File: src/hw/sfm_defs.svh
`ifndef SFM_DEFS_SVH
`define SFM_DEFS_SVH
`define SFM_CLK_MHZ 100
`define SFM_WRITE_TIME_NS 5000
`define SFM_BUSY_CYC ((`SFM_WRITE_TIME_NS * `SFM_CLK_MHZ + 999) / 1000)
`define SFM_CMD_STAT_WR 8'h01
`define SFM_CMD_LATCH_CLR 8'h04
`define SFM_CMD_RDSR 8'h05
`define SFM_CMD_LATCH_SET 8'h06
`define SFM_CMD_QRDSR 8'hAF
`define SFM_CMD_SE 8'h20
`define SFM_CMD_BE32 8'h52
`define SFM_CMD_BE64 8'hD8
`define SFM_REG_STATUS 8'h00
`define SFM_REG_CONFIG 8'h04
`define SFM_REG_ISTAT 8'h08
`define SFM_REG_IMASK 8'h0C
`define SFM_REG_EADDR 8'h10
`define SFM_SIZE_MIN 24'h008000
`define SFM_SECT_SPAN 24'h000FFF
`define SFM_BLK32_SPAN 24'h007FFF
`define SFM_BLK64_SPAN 24'h00FFFF
`define SFM_DENS_RESET 3'h4
`define SFM_DENS_BLK64_MIN 3'h2
`define SFM_STAT_RESET 8'h00
`define SFM_WR_BITS 5'h08
`define SFM_ADDR_BITS 5'h18
`define SFM_EV_WDONE 0
`define SFM_EV_EDONE 1
`define SFM_EV_REFUSE 2
`endif

File: src/hw/sfm_pkg.sv
package sfm_pkg;
	typedef struct packed {
		logic lock;
		logic quad_io_enable;
		logic [3:0] bp;
		logic write_enable_latch;
		logic busy;
	} sfm_status_type;
	typedef enum logic [4:0] {
		S_IDLE = 5'h01,
		S_CMD = 5'h02,
		S_DATA = 5'h04,
		S_OUT = 5'h08,
		S_SKIP = 5'h10
	} sfm_phase_type;
	typedef struct packed {
		logic [3:0] io;
		logic sck;
		logic cs_n;
	} sfm_pins_type;
	typedef struct packed {
		sfm_pins_type s1;
		sfm_pins_type s2;
		logic sck_d;
		sfm_phase_type phase;
		logic [7:0] cmd;
		logic [4:0] bcnt;
		logic [23:0] shin;
		logic [7:0] osh;
		logic [2:0] ocnt;
		logic quad;
		sfm_status_type stat;
		logic [7:0] wr_val;
		logic wr_pend;
		logic [15:0] tmr;
		logic [23:0] ers_addr;
		logic [2:0] dens;
		logic [2:0] ists;
		logic [2:0] imask;
		logic wb_ack;
		logic [31:0] wb_dat;
		logic irq;
		logic [3:0] io_out;
		logic [3:0] io_oe_n;
	} sfm_state_type;
endpackage

File: src/hw/sfm_top.sv
// The implementer's own choices: the Wishbone interface to the registers and the placing of the registers.
`timescale 1ns/10ps
`include "sfm_defs.svh"
module sfm_top (
	// Clock and reset
	input wire logic i_clk,
	input wire logic i_reset_n,
	// Wishbone slave
	input wire logic i_wb_cyc,
	input wire logic i_wb_stb,
	input wire logic i_wb_we,
	input wire logic [7:0] i_wb_adr,
	input wire logic [3:0] i_wb_sel,
	input wire logic [31:0] i_wb_dat,
	output logic [31:0] o_wb_dat,
	output logic o_wb_ack,
	// Interrupt
	output logic o_irq,
	// Serial pins
	input wire logic i_sck,
	input wire logic i_cs_n,
	input wire logic [3:0] i_io_in,
	output logic [3:0] o_io_out,
	output logic [3:0] o_io_oe_n
);
	sfm_pkg::sfm_state_type r, n;
	logic rise, fall, hold, locked, bus_go;
	logic [23:0] addr_m;
	logic [2:0] clr;

	function automatic logic [23:0] dens_top(input logic [2:0] d);
		return (`SFM_SIZE_MIN << d) - 24'h000001;
	endfunction

	function automatic logic [23:0] blk_span(input logic [7:0] c);
		if (c == `SFM_CMD_BE64) begin
			return `SFM_BLK64_SPAN;
		end else if (c == `SFM_CMD_BE32) begin
			return `SFM_BLK32_SPAN;
		end
		return `SFM_SECT_SPAN;
	endfunction

	// Either idle level works: only edges matter
	assign rise = r.s2.sck & ~r.sck_d;
	assign fall = ~r.s2.sck & r.sck_d;
	// Pause and protect only count while quad mode is off
	assign hold = ~r.stat.quad_io_enable & ~r.s2.io[3];
	assign locked = r.stat.lock & ~r.stat.quad_io_enable & ~r.s2.io[2];
	assign bus_go = i_wb_cyc & i_wb_stb & ~r.wb_ack;
	assign addr_m = r.shin & dens_top(r.dens);
	assign clr = (bus_go & i_wb_we & i_wb_sel[0] & (i_wb_adr == `SFM_REG_ISTAT)) ?
		i_wb_dat[2:0] : 3'h0;

	always_comb begin
		n = r;
		n.s1 = '{io: i_io_in, sck: i_sck, cs_n: i_cs_n};
		n.s2 = r.s1;
		n.sck_d = r.s2.sck;
		n.ists = r.ists & ~clr;
		// Busy timer; a finished write drops the latch
		if (r.stat.busy) begin
			if (r.tmr == 16'h0000) begin
				n.stat.busy = 1'b0;
				n.stat.write_enable_latch = 1'b0;
				if (r.wr_pend) begin
					n.stat.lock = r.wr_val[7];
					n.stat.quad_io_enable = r.wr_val[6];
					n.stat.bp = r.wr_val[5:2];
					n.wr_pend = 1'b0;
					n.ists[`SFM_EV_WDONE] = 1'b1;
				end else begin
					n.ists[`SFM_EV_EDONE] = 1'b1;
				end
			end else begin
				n.tmr = r.tmr - 16'h0001;
			end
		end
		if (r.s2.cs_n) begin
			// Commands act when select rises
			if (r.phase != sfm_pkg::S_IDLE) begin
				if (r.cmd == `SFM_CMD_LATCH_SET && r.phase == sfm_pkg::S_SKIP) begin
					if (!r.stat.busy) begin
						n.stat.write_enable_latch = 1'b1;
					end
				end else if (r.cmd == `SFM_CMD_LATCH_CLR && r.phase == sfm_pkg::S_SKIP) begin
					if (!r.stat.busy) begin
						n.stat.write_enable_latch = 1'b0;
					end
				end else if (r.cmd == `SFM_CMD_STAT_WR && r.bcnt == `SFM_WR_BITS) begin
					if (r.stat.write_enable_latch && !r.stat.busy) begin
						if (locked) begin
							n.ists[`SFM_EV_REFUSE] = 1'b1;
						end else begin
							n.wr_val = r.shin[7:0];
							n.wr_pend = 1'b1;
							n.stat.busy = 1'b1;
							n.tmr = 16'(`SFM_BUSY_CYC - 1);
						end
					end
				end else if (r.phase == sfm_pkg::S_DATA && r.bcnt == `SFM_ADDR_BITS) begin
					if (r.stat.write_enable_latch && !r.stat.busy) begin
						// No 64 KB blocks on the two small densities
						// Any set protect bit guards the whole array
						if ((r.cmd == `SFM_CMD_BE64 && r.dens < `SFM_DENS_BLK64_MIN) ||
							r.stat.bp != 4'h0) begin
							n.ists[`SFM_EV_REFUSE] = 1'b1;
						end else begin
							n.ers_addr = addr_m & ~blk_span(r.cmd);
							n.stat.busy = 1'b1;
							n.tmr = 16'(`SFM_BUSY_CYC - 1);
						end
					end
				end
			end
			n.phase = sfm_pkg::S_IDLE;
			n.bcnt = 5'h00;
			n.io_oe_n = 4'hF;
		end else if (hold) begin
			n.io_oe_n[1] = 1'b1;
		end else begin
			if (r.phase == sfm_pkg::S_IDLE) begin
				n.phase = sfm_pkg::S_CMD;
			end
			if (rise) begin
				// Shift in MSB first
				if (r.phase == sfm_pkg::S_IDLE || r.phase == sfm_pkg::S_CMD) begin
					n.shin = {r.shin[22:0], r.s2.io[0]};
					n.bcnt = r.bcnt + 5'h01;
					if (r.bcnt == 5'h07) begin
						n.cmd = {r.shin[6:0], r.s2.io[0]};
						n.bcnt = 5'h00;
						n.osh = r.stat;
						n.ocnt = 3'h0;
						n.quad = 1'b0;
						n.phase = sfm_pkg::S_SKIP;
						if (n.cmd == `SFM_CMD_RDSR) begin
							n.phase = sfm_pkg::S_OUT;
						end else if (n.cmd == `SFM_CMD_QRDSR && r.stat.quad_io_enable) begin
							n.phase = sfm_pkg::S_OUT;
							n.quad = 1'b1;
						end else if (n.cmd == `SFM_CMD_STAT_WR || n.cmd == `SFM_CMD_SE ||
							n.cmd == `SFM_CMD_BE32 || n.cmd == `SFM_CMD_BE64) begin
							n.phase = sfm_pkg::S_DATA;
						end
					end
				end else if (r.phase == sfm_pkg::S_DATA) begin
					n.shin = {r.shin[22:0], r.s2.io[0]};
					if (r.bcnt != 5'h1F) begin
						n.bcnt = r.bcnt + 5'h01;
					end
				end
			end
			if (fall && r.phase == sfm_pkg::S_OUT) begin
				// Launch on falling edges, status repeats
				if (r.quad) begin
					n.io_out = r.osh[7:4];
					n.io_oe_n = 4'h0;
					n.osh = {r.osh[3:0], 4'h0};
					n.ocnt = r.ocnt + 3'h4;
				end else begin
					n.io_out[1] = r.osh[7];
					n.io_oe_n[1] = 1'b0;
					n.osh = {r.osh[6:0], 1'b0};
					n.ocnt = r.ocnt + 3'h1;
				end
				if (n.ocnt == 3'h0) begin
					n.osh = r.stat;
				end
			end
		end
		// Register bus
		n.wb_ack = bus_go;
		n.wb_dat = 32'h00000000;
		if (bus_go && i_wb_we && i_wb_sel[0]) begin
			if (i_wb_adr == `SFM_REG_CONFIG) begin
				n.dens = i_wb_dat[2:0];
			end else if (i_wb_adr == `SFM_REG_IMASK) begin
				n.imask = i_wb_dat[2:0];
			end
		end else if (bus_go && !i_wb_we) begin
			if (i_wb_adr == `SFM_REG_STATUS) begin
				n.wb_dat = {24'h000000, r.stat};
			end else if (i_wb_adr == `SFM_REG_CONFIG) begin
				n.wb_dat = {29'h00000000, r.dens};
			end else if (i_wb_adr == `SFM_REG_ISTAT) begin
				n.wb_dat = {29'h00000000, r.ists};
			end else if (i_wb_adr == `SFM_REG_IMASK) begin
				n.wb_dat = {29'h00000000, r.imask};
			end else if (i_wb_adr == `SFM_REG_EADDR) begin
				n.wb_dat = {8'h00, r.ers_addr};
			end
		end
		n.irq = |(n.ists & n.imask);
	end

	always_ff @(posedge i_clk or negedge i_reset_n) begin
		if (!i_reset_n) begin
			r <= '0;
			r.phase <= sfm_pkg::S_IDLE;
			r.stat <= `SFM_STAT_RESET;
			r.dens <= `SFM_DENS_RESET;
			r.io_oe_n <= 4'hF;
			r.s1.cs_n <= 1'b1;
			r.s2.cs_n <= 1'b1;
		end else begin
			r <= n;
		end
	end

	assign o_wb_dat = r.wb_dat;
	assign o_wb_ack = r.wb_ack;
	assign o_irq = r.irq;
	assign o_io_out = r.io_out;
	assign o_io_oe_n = r.io_oe_n;

	localparam int BUSY_MAX = `SFM_BUSY_CYC + 2;
endmodule // sfm_top
File: config.mk
export PLATFORM = sky130hd
export DESIGN_NAME = sfm_top
export DESIGN_NICKNAME = d
export VERILOG_FILES = /design/src/hw/sfm_pkg.sv /design/src/hw/sfm_top.sv
export VERILOG_INCLUDE_DIRS = /design/src /design/src/hw
export SDC_FILE = /design/constraint.sdc
export NUM_CORES = 1
export LEC_CHECK = 0
export BUFFER_PORTS_ARGS = -buffer_cell sky130_fd_sc_hd__buf_4
export CORE_ASPECT_RATIO = 1.2
export CORE_MARGIN = 2
export CORE_UTILIZATION = 55
export DETAILED_ROUTE_END_ITERATION = 16
export HOLD_SLACK_MARGIN = 0.06
export PLACE_DENSITY = 0.76
export SETUP_SLACK_MARGIN = 0.2
export SLEW_MARGIN = 20
export SYNTH_ARGS = -nofsm -noshare
export SYNTH_HDL_FRONTEND = slang
export SYNTH_SLANG_ARGS = --single-unit
export TNS_END_PERCENT = 10
File: constraint.sdc
create_clock -name i_clk -period 5.11 [get_ports i_clk]
set_clock_uncertainty 0.15 [all_clocks]
set_input_delay 0.511 -clock i_clk [delete_from_list [all_inputs] [get_ports i_clk]]
set_output_delay 0.511 -clock i_clk [all_outputs]
set_load 0.01 [all_outputs]
==> summary.txt, run 1 <==
STA
  – Worst-Margin Slew: 0.9171 ns
  – RSZ-0062 raised after global routing: no
  – Period utilisation layout: 0.5108
  – Fmax achieved: 0.3831 GHz
  – Fin Setup TNS: 0 ns
  – Final Hold Fails: 0
  – Count of pins over their slew limit: 0
  – Minimum clock period: 2.610 ns
  – Finish-stage setup viols: 0
  – Slew HR: 0.3886

Critical path
  – Buf/Inv on CP: 0
  – Maximum net fanout on the critical path: 9
  – Crit path DAT: 2.76 ns
  – Crit path max-delay family: simple AND/OR/NAND/NOR gates
  – Largest stage delay on the critical path: 0.56 ns
  – Startpoint Class: flop
  – Crit path kind: flop to flop
  – CP max-delay cell: dfrtp_1
  – CP Capture Type: flop
  – CP required: 5.26 ns
  – Reg-to-reg startpoint: r[100]
  – CP Cell Sequence: nor3b_1, and3_1, nand4_1, nor2_2, mux2_2
  – Worst setup path startpoint: r[100]

Placement
  – Placed Area: 7003 sq um
  – Placed cell count: 758
  – HPWL Detailed: 8.759 mm
  – Gpl congestion: 0.8274
  – I/O Buffers: 51

Floorplanning
  – Die height: 125.7 microns
  – I/O pins: 97
  – Starting density of the core: 0.5634
  – Rows: 44
  – Die area: 13260 sq um
  – Die Wd: 105.5 microns
  – Core area: 12060 sq um

Detailed routing
  – Post-route ant nets: 0
  – # DRC: 0
  – Initial drt markers: 303
  – Vias: 4506
  – Wire per inst: 16.29 microns
  – DRT Wirelength: 12.95 mm
  – Pre-antenna DRT Iters: 5
  – Via/cell ratio: 5.668

Global routing
  – First-pass GRT wire length: 21.68 mm
  – Grt total ovfl: 0
  – Largest net degree at the start of global routing: 106
  – Vias in the first global route: 4393
  – Gr usage total: 0.2037
  – Antenna violations before repair: 0

Synth
  – Synth cell types: 78
  – Yosys Warn Count: 0
  – Synth Flop Type: dfrtp_1
  – Syn_area_per_cell: 11.42 sq um
  – EDFF count, synth: 0
  – Post-Syn Area: 6793 sq um
  – Seq/Total Area, Yosys: 0.5279
  – Syn Inst Count: 595
  – Ys async rst share: 1.000
  – Synth Register Bits: 143

Clock network
  – # H-tree levels: 4
  – Clock sinks: 143
  – Worst-Skew Late Latency: 0.42 ns
  – CTS root buf: clkbuf_16
  – Cts bufs inserted: 17
  – # resized after CTS: 0
  – CTS tree: built
  – Clock Path Buffers: 2
  – CTS clk-pin slew, worst paths: 0.06 ns

Finish
  – Final Cell Area: 7640 sq um
  – Final cell count without fillers: 795
  – Final core area utilization: 0.6337
  – Antenna cells: 0
  – Area growth, synth to finish: 12.47%
  – Share of layout cells above drive strength 1: 0.2539
  – Fin nets: 681

Power
  – Peak supply drop: 0.0001387 V
  – Clock power share: 0.481
  – Static leakage: 3.598 nW
  – Int Power: 1.880 mW
  – Gate power share: 0.045
  – Power per standard cell area: 324.7 nW/um^2
  – Sw Pwr: 601.1 uW
  – Switching share of power: 0.2423
  – Reg power frac: 0.474

Hold path
  – Tightest Hold Check Type: primary input to async pin

Status
  – Status: completed

Run
  – Max-cap viol count: 0
## power groups by stage
stage	sequential [mW]	clock [mW]	combinational [mW]
after floorplan	1.18	0	0.0732
after global placement	1.19	0	0.105
after detailed placement	1.20	0	0.108
after CTS	1.17	1.21	0.112
after global routing	1.18	1.26	0.127
final	1.18	1.19	0.112
## kinds of logic after synthesis
group           Yosys count  synth area share
simple gates            196            0.1744
flops                   143            0.5279
compound gates           98            0.1004
buf+inv                  79           0.07331
mux                      58           0.09486
xor+xnor                 15           0.01934
fa+ha+maj                 5          0.009210
other cells               1         0.0005521
## per-layer routing
layer	routed length, microns	share of wire	vias up	GRT usage
met1	5666	0.44	2234	0.2618
met2	6452	0.50	113	0.3385
li1	-	-	2132	-
met3	579	0.045	27	0.04814
met4	248	0.019	0	0.07137
met5	0	0	-	0
## cell type report
| class | instances | area (sq um) |
|---|---|---|
| flip-flops and latches | 143 | 3586 |
| fillers | 921 | 4417 |
| clock buffers | 17 | 425.4 |
| multi-input cells | 384 | 2758 |
| clock inverters | 15 | 153.9 |
| inverters | 17 | 63.81 |
| repair buffers | 58 | 451.7 |
| well taps | 161 | 201.4 |
## final timing paths
path / endpoint / slack [ns] / depth (start not counted)
setup reg to reg: r[96] / 2.50 / 5
min in group i_clk: o_wb_dat[1] / 0.17 / 2
hold / removal: n[168] / 0.07 / 1
hold reg to reg: n[162] / 0.20 / 0
max in group asynchronous: r[136] / 3.69 / 2
setup / recovery: r[96] / 2.50 / 5
## state kept, by name, summed over array words and instances (netlist names)
signal,flops
o_wb_dat,20
o_io_out,4
o_irq,1
r,109
o_wb_ack,1
o_io_oe_n,2
n,6
## synth_stat cells, drive strengths merged (5+ instances only)
master,instances,area share
nor2,32,0.018
or2,7,0.0064
a21oi,11,0.0098
mux2i,7,0.010
mux2,51,0.085
and2,18,0.017
nand4,7,0.0087
nand2,43,0.024
ha,5,0.0092
nand3,11,0.0081
xor2,7,0.0090
a21o,6,0.0079
or4,6,0.0077
nand3b,5,0.0061
nor3,21,0.019
o31ai,11,0.012
o21ai,31,0.023
buf,56,0.061
nor2b,5,0.0046
xnor2,8,0.010
inv,17,0.0094
and3,7,0.0064
dfrtp,137,0.50
clkbuf,6,0.0033
dfstp,6,0.023
nor4,8,0.014
## metrics by stage
| stage | hold WS, ns | setup slack, ns | power [mW] |
|---|---|---|---|
| 2_1_floorplan | 0.06541 | 2.932 | 1.256 |
| 4_1_cts | 0.1004 | 2.506 | 2.501 |
| 3_5_place_dp | 0.1855 | 2.544 | 1.304 |
| 3_3_place_gp | 0.1850 | 2.563 | 1.299 |
| 5_1_grt | 0.1461 | 2.398 | 2.569 |
| 6_report | 0.06747 | 2.500 | 2.481 |
## cells in the final DEF, fill, tap and decap left out, drive strengths merged, types with 4 or more instances in the layout
cell type    Yosys  final
a21oi           11     11
o31ai           11     11
clkbuf           6     17
o221ai           4      4
nor3            21     21
ha               5      5
a21o             6      6
nor4b            4      4
inv             17     24
nand2           43     43
nor2            32     32
mux2i            7      7
and3             7      7
o21ai           31     31
nor4             8      8
mux2            51     51
or4              6      6
and2            18     18
buf             56     53
xor2             7      7
or2              7      7
conb             1     12
a22o             4      4
nor4bb           4      4
nor2b            5      5
nand3           11     11
dfrtp          137    137
clkinv           0      5
nand4            7      7
dfstp            6      6
nand3b           5      5
xnor2            8      8
a31oi            4      4
dlygate4sd3      0      5
nor3b            4      4
## timing repair
action | CTS | global route
setup endpoints to repair | 0 | 0
buffers inserted | 0 | 0
hold buffers | 5 | 0
hold endpoints to repair | 5 | 0
Note: power is estimated with default switching activity, not from simulation.
==> run 2, diff against run 1 <==
--- a/config.mk
+++ b/config.mk
@@ -9,10 +9,10 @@
 export BUFFER_PORTS_ARGS = -buffer_cell sky130_fd_sc_hd__buf_4
 export CORE_ASPECT_RATIO = 1.2
 export CORE_MARGIN = 2
-export CORE_UTILIZATION = 55
+export CORE_UTILIZATION = 52
 export DETAILED_ROUTE_END_ITERATION = 16
 export HOLD_SLACK_MARGIN = 0.06
-export PLACE_DENSITY = 0.76
+export PLACE_DENSITY = 0.75
 export SETUP_SLACK_MARGIN = 0.2
 export SLEW_MARGIN = 20
 export SYNTH_ARGS = -nofsm -noshare
==> constraint.sdc (replaced) <==
create_clock -name i_clk -period 2.36 [get_ports i_clk]
set_clock_uncertainty 0.15 [all_clocks]
set_input_delay 0.236 -clock i_clk [delete_from_list [all_inputs] [get_ports i_clk]]
set_output_delay 0.236 -clock i_clk [all_outputs]
set_load 0.01 [all_outputs]
==> run 2 against run 1 <==
  * Register-to-register slack worse by 2.3 ns
  * Total power up 120%
  * Combinational power rose to 2.5 times the previous value
  * Die area up 5.6%
  * Final cell count up 4.7%
  * First-iteration DRC count down 7.9%
==> summary.txt, run 2 (synthesis results as in run 1) <==
Floorplanning
  – Die Wd: 108.3 microns (+2.7%)
  – Core area: 12720 sq um (+5.5%)
  – I/O pins: 97 (unchanged)
  – Die area: 14000 sq um (+5.6%)
  – Rows: 45 (+2.3%)
  – Die height: 129.2 microns (+2.8%)
  – Starting density of the core: 0.5338 (-0.02958)

Power
  – Static leakage: 3.811 nW (+5.9%)
  – Peak supply drop: 0.0004088 V (+190%)
  – Power per standard cell area: 668.2 nW/um^2 (+110%)

Placement
  – I/O Buffers: 51 (unchanged)
  – HPWL Detailed: 9.332 mm (+6.6%)
  – Pre-CTS WS: 0.07087 ns (-2.473 ns)
  – Gpl congestion: 0.9104 (+10%)
  – Placed Area: 7252 sq um (+3.6%)

Detailed routing
  – # DRC: 0 (unchanged)
  – Initial drt markers: 279 (-7.9%)
  – Wire per inst: 16.25 microns (-0.23%)
  – Pre-antenna DRT Iters: 5 (unchanged)
  – Vias: 4713 (+4.6%)
  – Via/cell ratio: 5.665 (about the same)
  – DRT Wirelength: 13.52 mm (+4.4%)
  – Post-route ant nets: 0 (unchanged)

Global routing
  – Gr usage total: 0.2053 (+0.001527)
  – First-pass GRT wire length: 22.40 mm (+3.3%)
  – Grt total ovfl: 0 (unchanged)
  – Antenna violations before repair: 0 (unchanged)
  – Largest net degree at the start of global routing: 48 (-55%)
  – Vias in the first global route: 4628 (+5.3%)

Clock network
  – CTS clk-pin slew, worst paths: 0.06 ns (about the same)
  – # H-tree levels: 4 (unchanged)
  – Cts bufs inserted: 17 (unchanged)
  – Clock Path Buffers: 2 (unchanged)
  – CTS root buf: clkbuf_16
  – CTS tree: built
  – Worst-Skew Late Latency: 0.42 ns (about the same)
  – Clock sinks: 143 (unchanged)

Critical path
  – Crit path kind: flop to flop
  – Crit path DAT: 2.29 ns (-0.47 ns)
  – Startpoint Class: flop
  – CP Capture Type: flop
  – Maximum net fanout on the critical path: 18 (+9)
  – CP required: 2.50 ns (-2.76 ns)

Finish
  – Flip-flop count of the largest register after layout: 109 (unchanged)
  – Share of layout cells above drive strength 1: 0.2949 (+0.04097)
  – Antenna cells: 0 (unchanged)
  – Most common cell after layout, fill and taps aside: dfrtp_1
  – Fin nets: 715 (+5.0%)
  – Final Cell Area: 8053 sq um (+5.4%)
  – Most frequent cells in the layout: dfrtp_1 (137), buf_4 (73), mux2_2 (44)
  – Most flops, register: r
  – Final core area utilization: 0.6328 (-0.0008230)
  – Area growth, synth to finish: 18.55%

STA
  – Worst-Margin Slew: 0.6960 ns (-0.2211 ns)
  – Setup WS post-layout: 0.2162 ns (-2.283 ns)
  – Finish-stage setup viols: 0 (unchanged)
  – RSZ-0062 raised after global routing: yes
  – Final Hold Fails: 0 (unchanged)
  – Count of pins over their slew limit: 0 (unchanged)
  – Fin Setup TNS: 0 ns (unchanged)
  – Fmax achieved: 0.4665 GHz (+22%)
  – Minimum clock period: 2.144 ns (-0.4666 ns)
  – Slew HR: 0.5297 (+0.1411)
  – Period utilisation layout: 0.9084 (+0.3975)

Status
  – Status: completed

Run
  – Max-cap viol count: 0 (unchanged)

Hold path
  – Tightest Hold Check Type: primary input to flop
==> run 2: repair_timing <==
item	CTS	global route
endpoints found under the setup margin	56	55
endpoints found under the hold margin	157	0
pin swaps	0	1
hold buffers	12	0
gates resized for setup	5	14
buffers inserted	0	1
==> run 2: power by group <==
part	internal, mW	leakage, nW	switching (mW)	total [mW]
clock	1.49	0.277	1.06	2.55
combinational	0.121	1.59	0.164	0.285
sequential	2.49	1.94	0.0528	2.54
==> run 2: layer usage <==
metal / track usage / share of wire / vias to the layer above / wire [microns]
li1: - / - / 2191 / -
met3: 0.04577 / 0.045 / 30 / 611
met2: 0.3511 / 0.51 / 130 / 6907
met4: 0.07692 / 0.022 / 0 / 303
met1: 0.2550 / 0.42 / 2362 / 5696
met5: 0 / 0 / - / 0
==> run 2: through the flow <==
step / std cells / hold WS [ns] / power (mW)
6_report: 832 / 0.1499 / 5.381
5_1_grt: 832 / 0.1360 / 5.568
4_1_cts: 831 / 0.1224 / 5.409
3_5_place_dp: 787 / 0.04181 / 2.847
3_3_place_gp: 787 / 0.03691 / 2.834
2_1_floorplan: 606 / -0.2096 / 2.720
==> run 2: worst paths after layout <==
| check | start | cells past startpoint | to | slack (ns) |
|---|---|---|---|---|
| worst max-delay path | r[105] | 6 | r[68] | 0.22 |
| worst min-delay path | i_wb_cyc | 3 | o_wb_ack | 0.15 |
| worst max register to register | r[105] | 6 | r[68] | 0.22 |
| worst min register to register | n[165] | 0 | r[165] | 0.20 |
| max in group asynchronous | i_reset_n | 3 | r[97] | 1.29 |
| min in group asynchronous | i_reset_n | 2 | n[164] | 0.16 |
==> run 2: area by class of cell <==
type                            instances  area (sq um)
Multi-Input combinational cell        384          2839
Sequential cell                       143          3586
Timing Repair Buffer                   92         785.8
Fill cell                             950          4672
Tap cell                              164         205.2
Clock inverter                         14         133.9
Clock buffer                           18         439.2
Inverter                               17         63.81
==> run 2: worst max-delay path: stages (launching register included) <==
cell	delay (ns)
dfrtp_1	0.41
or4_4	0.57
a31oi_4	0.19
nand4_4	0.18
buf_8	0.21
o21ai_1	0.19
o41ai_2	0.11
==> run 3, diff against run 2 <==
--- a/config.mk
+++ b/config.mk
@@ -6,6 +6,7 @@
 export SDC_FILE = /design/constraint.sdc
 export NUM_CORES = 1
 export LEC_CHECK = 0
+export ABC_AREA = 1
 export BUFFER_PORTS_ARGS = -buffer_cell sky130_fd_sc_hd__buf_4
 export CORE_ASPECT_RATIO = 1.2
 export CORE_MARGIN = 2
==> run 3 against run 2 <==
  * Wire length rose by 7.4%
  * Critical path type unchanged
  * Sequential share of layout area shrank 1.1 points
  * First-iteration DRC count up 66%
  * Sequential cell count unchanged
  * Final cell count is 31% higher
  * Clock power grew 14%
  * Critical endpoint is now r[116]
  * Highest routed layer unchanged
  * Die area rose by 5.3%
  * Clock-buffer cell count shrank 1
==> summary.txt, run 3 <==
Status
  – Status: completed

Placement
  – Pre-CTS WS: 0.2910 ns (+0.2201 ns)
  – I/O Buffers: 51 (unchanged)
  – Gpl congestion: 0.8763 (-3.7%)
  – HPWL Detailed: 10.21 mm (+9.4%)

Detailed routing
  – DRT Wirelength: 14.52 mm (+7.4%)
  – # DRC: 0 (unchanged)
  – Vias: 5570 (+18%)
  – Wire per inst: 13.35 microns (-18%)
  – Post-route ant nets: 0 (unchanged)
  – Via/cell ratio: 5.119 (-9.6%)
  – Pre-antenna DRT Iters: 6 (+1)
  – Initial drt markers: 462 (+66%)

Synth
  – Synth Register Bits: 143 (unchanged)
  – Synth Flop Type: dfrtp_1
  – Syn Inst Count: 859 (+44%)
  – Synth top area share: 0.4784 (-0.02635)
  – Largest area contributor in the netlist: dfrtp_1
  – Synth Area in Adders: 0.008729 (-0.0004807)
  – Largest family of logic cells by synthesized area: simple AND/OR/NAND/NOR gates
  – Count leader, synth: nand2_1
  – Yosys Warn Count: 0 (unchanged)
  – EDFF count, synth: 0 (unchanged)
  – Synth cell count leaders: nand2_1 (211), dfrtp_1 (137), nor2_1 (98)
  – Xor/xnor cell area share of the yosys netlist: 0.008554 (-0.01079)
  – Compound-Gate Fraction of Synth Area: 0.09375 (-0.006637)
  – Syn_area_per_cell: 8.343 sq um (-27%)
  – Seq/Total Area, Yosys: 0.5003 (-0.02756)
  – Synth cell types: 47 (-40%)
  – Multiplexer share of the synthesized area: 0.005936 (-0.08893)
  – Synth Area in Simple Gates: 0.2744 (+0.1000)
  – Ys async rst share: 1.000 (unchanged)
  – Post-Syn Area: 7167 sq um (+5.5%)
  – Synth top area cells: dfrtp_1 (48%), nand2_1 (11%), nor2_1 (5.1%), inv_1 (4.8%), buf_4 (4.2%)

Critical path
  – Maximum net fanout on the critical path: 16 (-2)
  – Crit path DAT: 2.15 ns (-0.14 ns)
  – Startpoint Class: flop
  – Crit path kind: flop to flop
  – CP required: 2.53 ns (+0.03 ns)
  – CP Capture Type: flop

Global routing
  – Gr usage total: 0.2117 (+0.006462)
  – First-pass GRT wire length: 25.21 mm (+13%)
  – Vias in the first global route: 5436 (+17%)
  – Grt total ovfl: 0 (unchanged)
  – Antenna violations before repair: 0 (unchanged)
  – Largest net degree at the start of global routing: 62 (+29%)

STA
  – Period utilisation layout: 0.8385 (-0.06983)
  – Count of pins over their slew limit: 0 (unchanged)
  – Worst-Margin Slew: 0.8092 ns (+0.1132 ns)
  – Slew HR: 0.4569 (-0.07278)
  – Finish-stage setup viols: 0 (unchanged)
  – Minimum clock period: 1.979 ns (-0.1648 ns)
  – RSZ-0062 raised after global routing: yes
  – Final Hold Fails: 0 (unchanged)
  – Fin Setup TNS: 0 ns (unchanged)
  – Worst hold margin: 0.08670 ns (-0.06320 ns)
  – Fmax achieved: 0.5053 GHz (+8.3%)
  – Setup WS post-layout: 0.3810 ns (+0.1648 ns)

Floorplanning
  – Rows: 47 (+4.4%)
  – Starting density of the core: 0.5253 (-0.008513)
  – Core area: 13640 sq um (+7.2%)
  – Die area: 14740 sq um (+5.3%)
  – I/O pins: 97 (unchanged)
  – Die Wd: 111.2 microns (+2.6%)
  – Die height: 132.6 microns (+2.6%)

Finish
  – Fillers: 1187 (+25%)
  – Most frequent cells in the layout: nand2_1 (211), dfrtp_1 (137), nor2_1 (98)
  – Area growth, synth to finish: 15.10%
  – Share of layout cells above drive strength 1: 0.1658 (-0.1292)
  – Most common cell after layout, fill and taps aside: nand2_1
  – Antenna cells: 0 (unchanged)
  – Flip-flop count of the largest register after layout: 109 (unchanged)
  – Fin nets: 965 (+35%)
  – Most flops, register: r

Clock network
  – # H-tree levels: 4 (unchanged)
  – CTS clk-pin slew, worst paths: 0.06 ns (about the same)
  – Clock Path Buffers: 2 (unchanged)
  – CTS tree: built
  – Clock sinks: 143 (unchanged)
  – CTS root buf: clkbuf_16
  – Worst-Skew Late Latency: 0.43 ns (about the same)
  – Cts bufs inserted: 17 (unchanged)

Hold path
  – Tightest Hold Check Type: primary input to flop

Power
  – Static leakage: 4.144 nW (+8.7%)
  – Peak supply drop: 0.0006465 V (+58%)
  – Power per standard cell area: 726.8 nW/um^2 (+8.8%)

Run
  – Max-cap viol count: 0 (unchanged)
## run 3: changes by cell type after synthesis, moves of 8 or more
cell / change
nor2_1: +67
nand3_1: +34
o21ai_0: +29
mux2_2: -42
nor2_2: +9
nand2_1: +169
o21ai_2: +10
o21ai_1: +8
inv_1: +74
and2_1: -17
o31ai_1: -10
a21oi_1: +17
## run 3: kinds of logic (layout without fill, tap and decap cells)
family,after synthesis,after routing
AO/OA/AOI/OAI,118,118
XOR/XNOR,7,7
adder cells (fa/ha/maj),5,5
buffers and inverters,154,201
flip-flops,143,143
multiplexers,4,4
other,1,12
AND/OR/NAND/NOR,427,427
## run 3: final timing paths
kind | start | to | slack (ns) | cells past startpoint
setup / recovery | r[108] | r[116] | 0.38 | 8
hold / removal | i_wb_we | o_wb_dat[3] | 0.09 | 5
setup reg to reg | r[108] | r[116] | 0.38 | 8
hold reg to reg | n[164] | n[162] | 0.20 | 0
max in group asynchronous | i_reset_n | r[163] | 1.13 | 3
min in group asynchronous | i_reset_n | n[165] | 0.22 | 2
## run 3: routing by layer
metal	up-vias	routed length (microns)	GRT usage
li1	2800	-	-
met1	2600	6394	0.2719
met2	135	7048	0.3394
met3	35	679	0.05497
met4	0	398	0.09534
met5	-	0	0
## run 3: worst max-delay path, stage by stage (launching register included)
cell	delay (ns)
dfrtp_1	0.63
nor2_1	0.12
xor2_1	0.17
nand2_1	0.17
inv_1	0.13
nor2_1	0.24
nand2_1	0.08
nand3_1	0.08
o21ai_0	0.07
## run 3: what timing repair did
action,CTS,global route
gates resized for setup,0,1
hold buffers,11,0
setup buffers,0,0
endpoints found under the setup margin,0,16
endpoints found under the hold margin,72,0
## run 3: final cells by class
| cell class | instances | area, sq um | area share |
|---|---|---|---|
| Clock buffer | 17 | 425.4 | 0.05157 |
| Timing Repair Buffer | 71 | 576.8 | 0.06992 |
| Sequential cell | 143 | 3586 | 0.4347 |
| Inverter | 99 | 376.6 | 0.04565 |
| Tap cell | 171 | 214.0 | 0.02594 |
| Clock inverter | 14 | 215.2 | 0.02609 |
| Multi-Input combinational cell | 573 | 2855 | 0.3461 |
## run 3: metrics by stage
| step | std cells | util | total power, mW | instance area (sq um) |
|---|---|---|---|---|
| floorplan | 870 | - | 2.970 | 7208 |
| global placement | 1046 | 0.5492 | 3.111 | 7493 |
| detailed placement | 1046 | 0.5492 | 3.129 | 7493 |
| CTS | 1088 | 0.6043 | 6.047 | 8244 |
| global route | 1088 | 0.6046 | 6.238 | 8249 |
| finish | 1088 | 0.6046 | 5.995 | 8249 |
## run 3: report_power, final
group	switching, mW	internal (mW)
logic	0.283	0.160
registers	0.0849	2.57
clock network	1.03	1.87
total	1.40	4.59
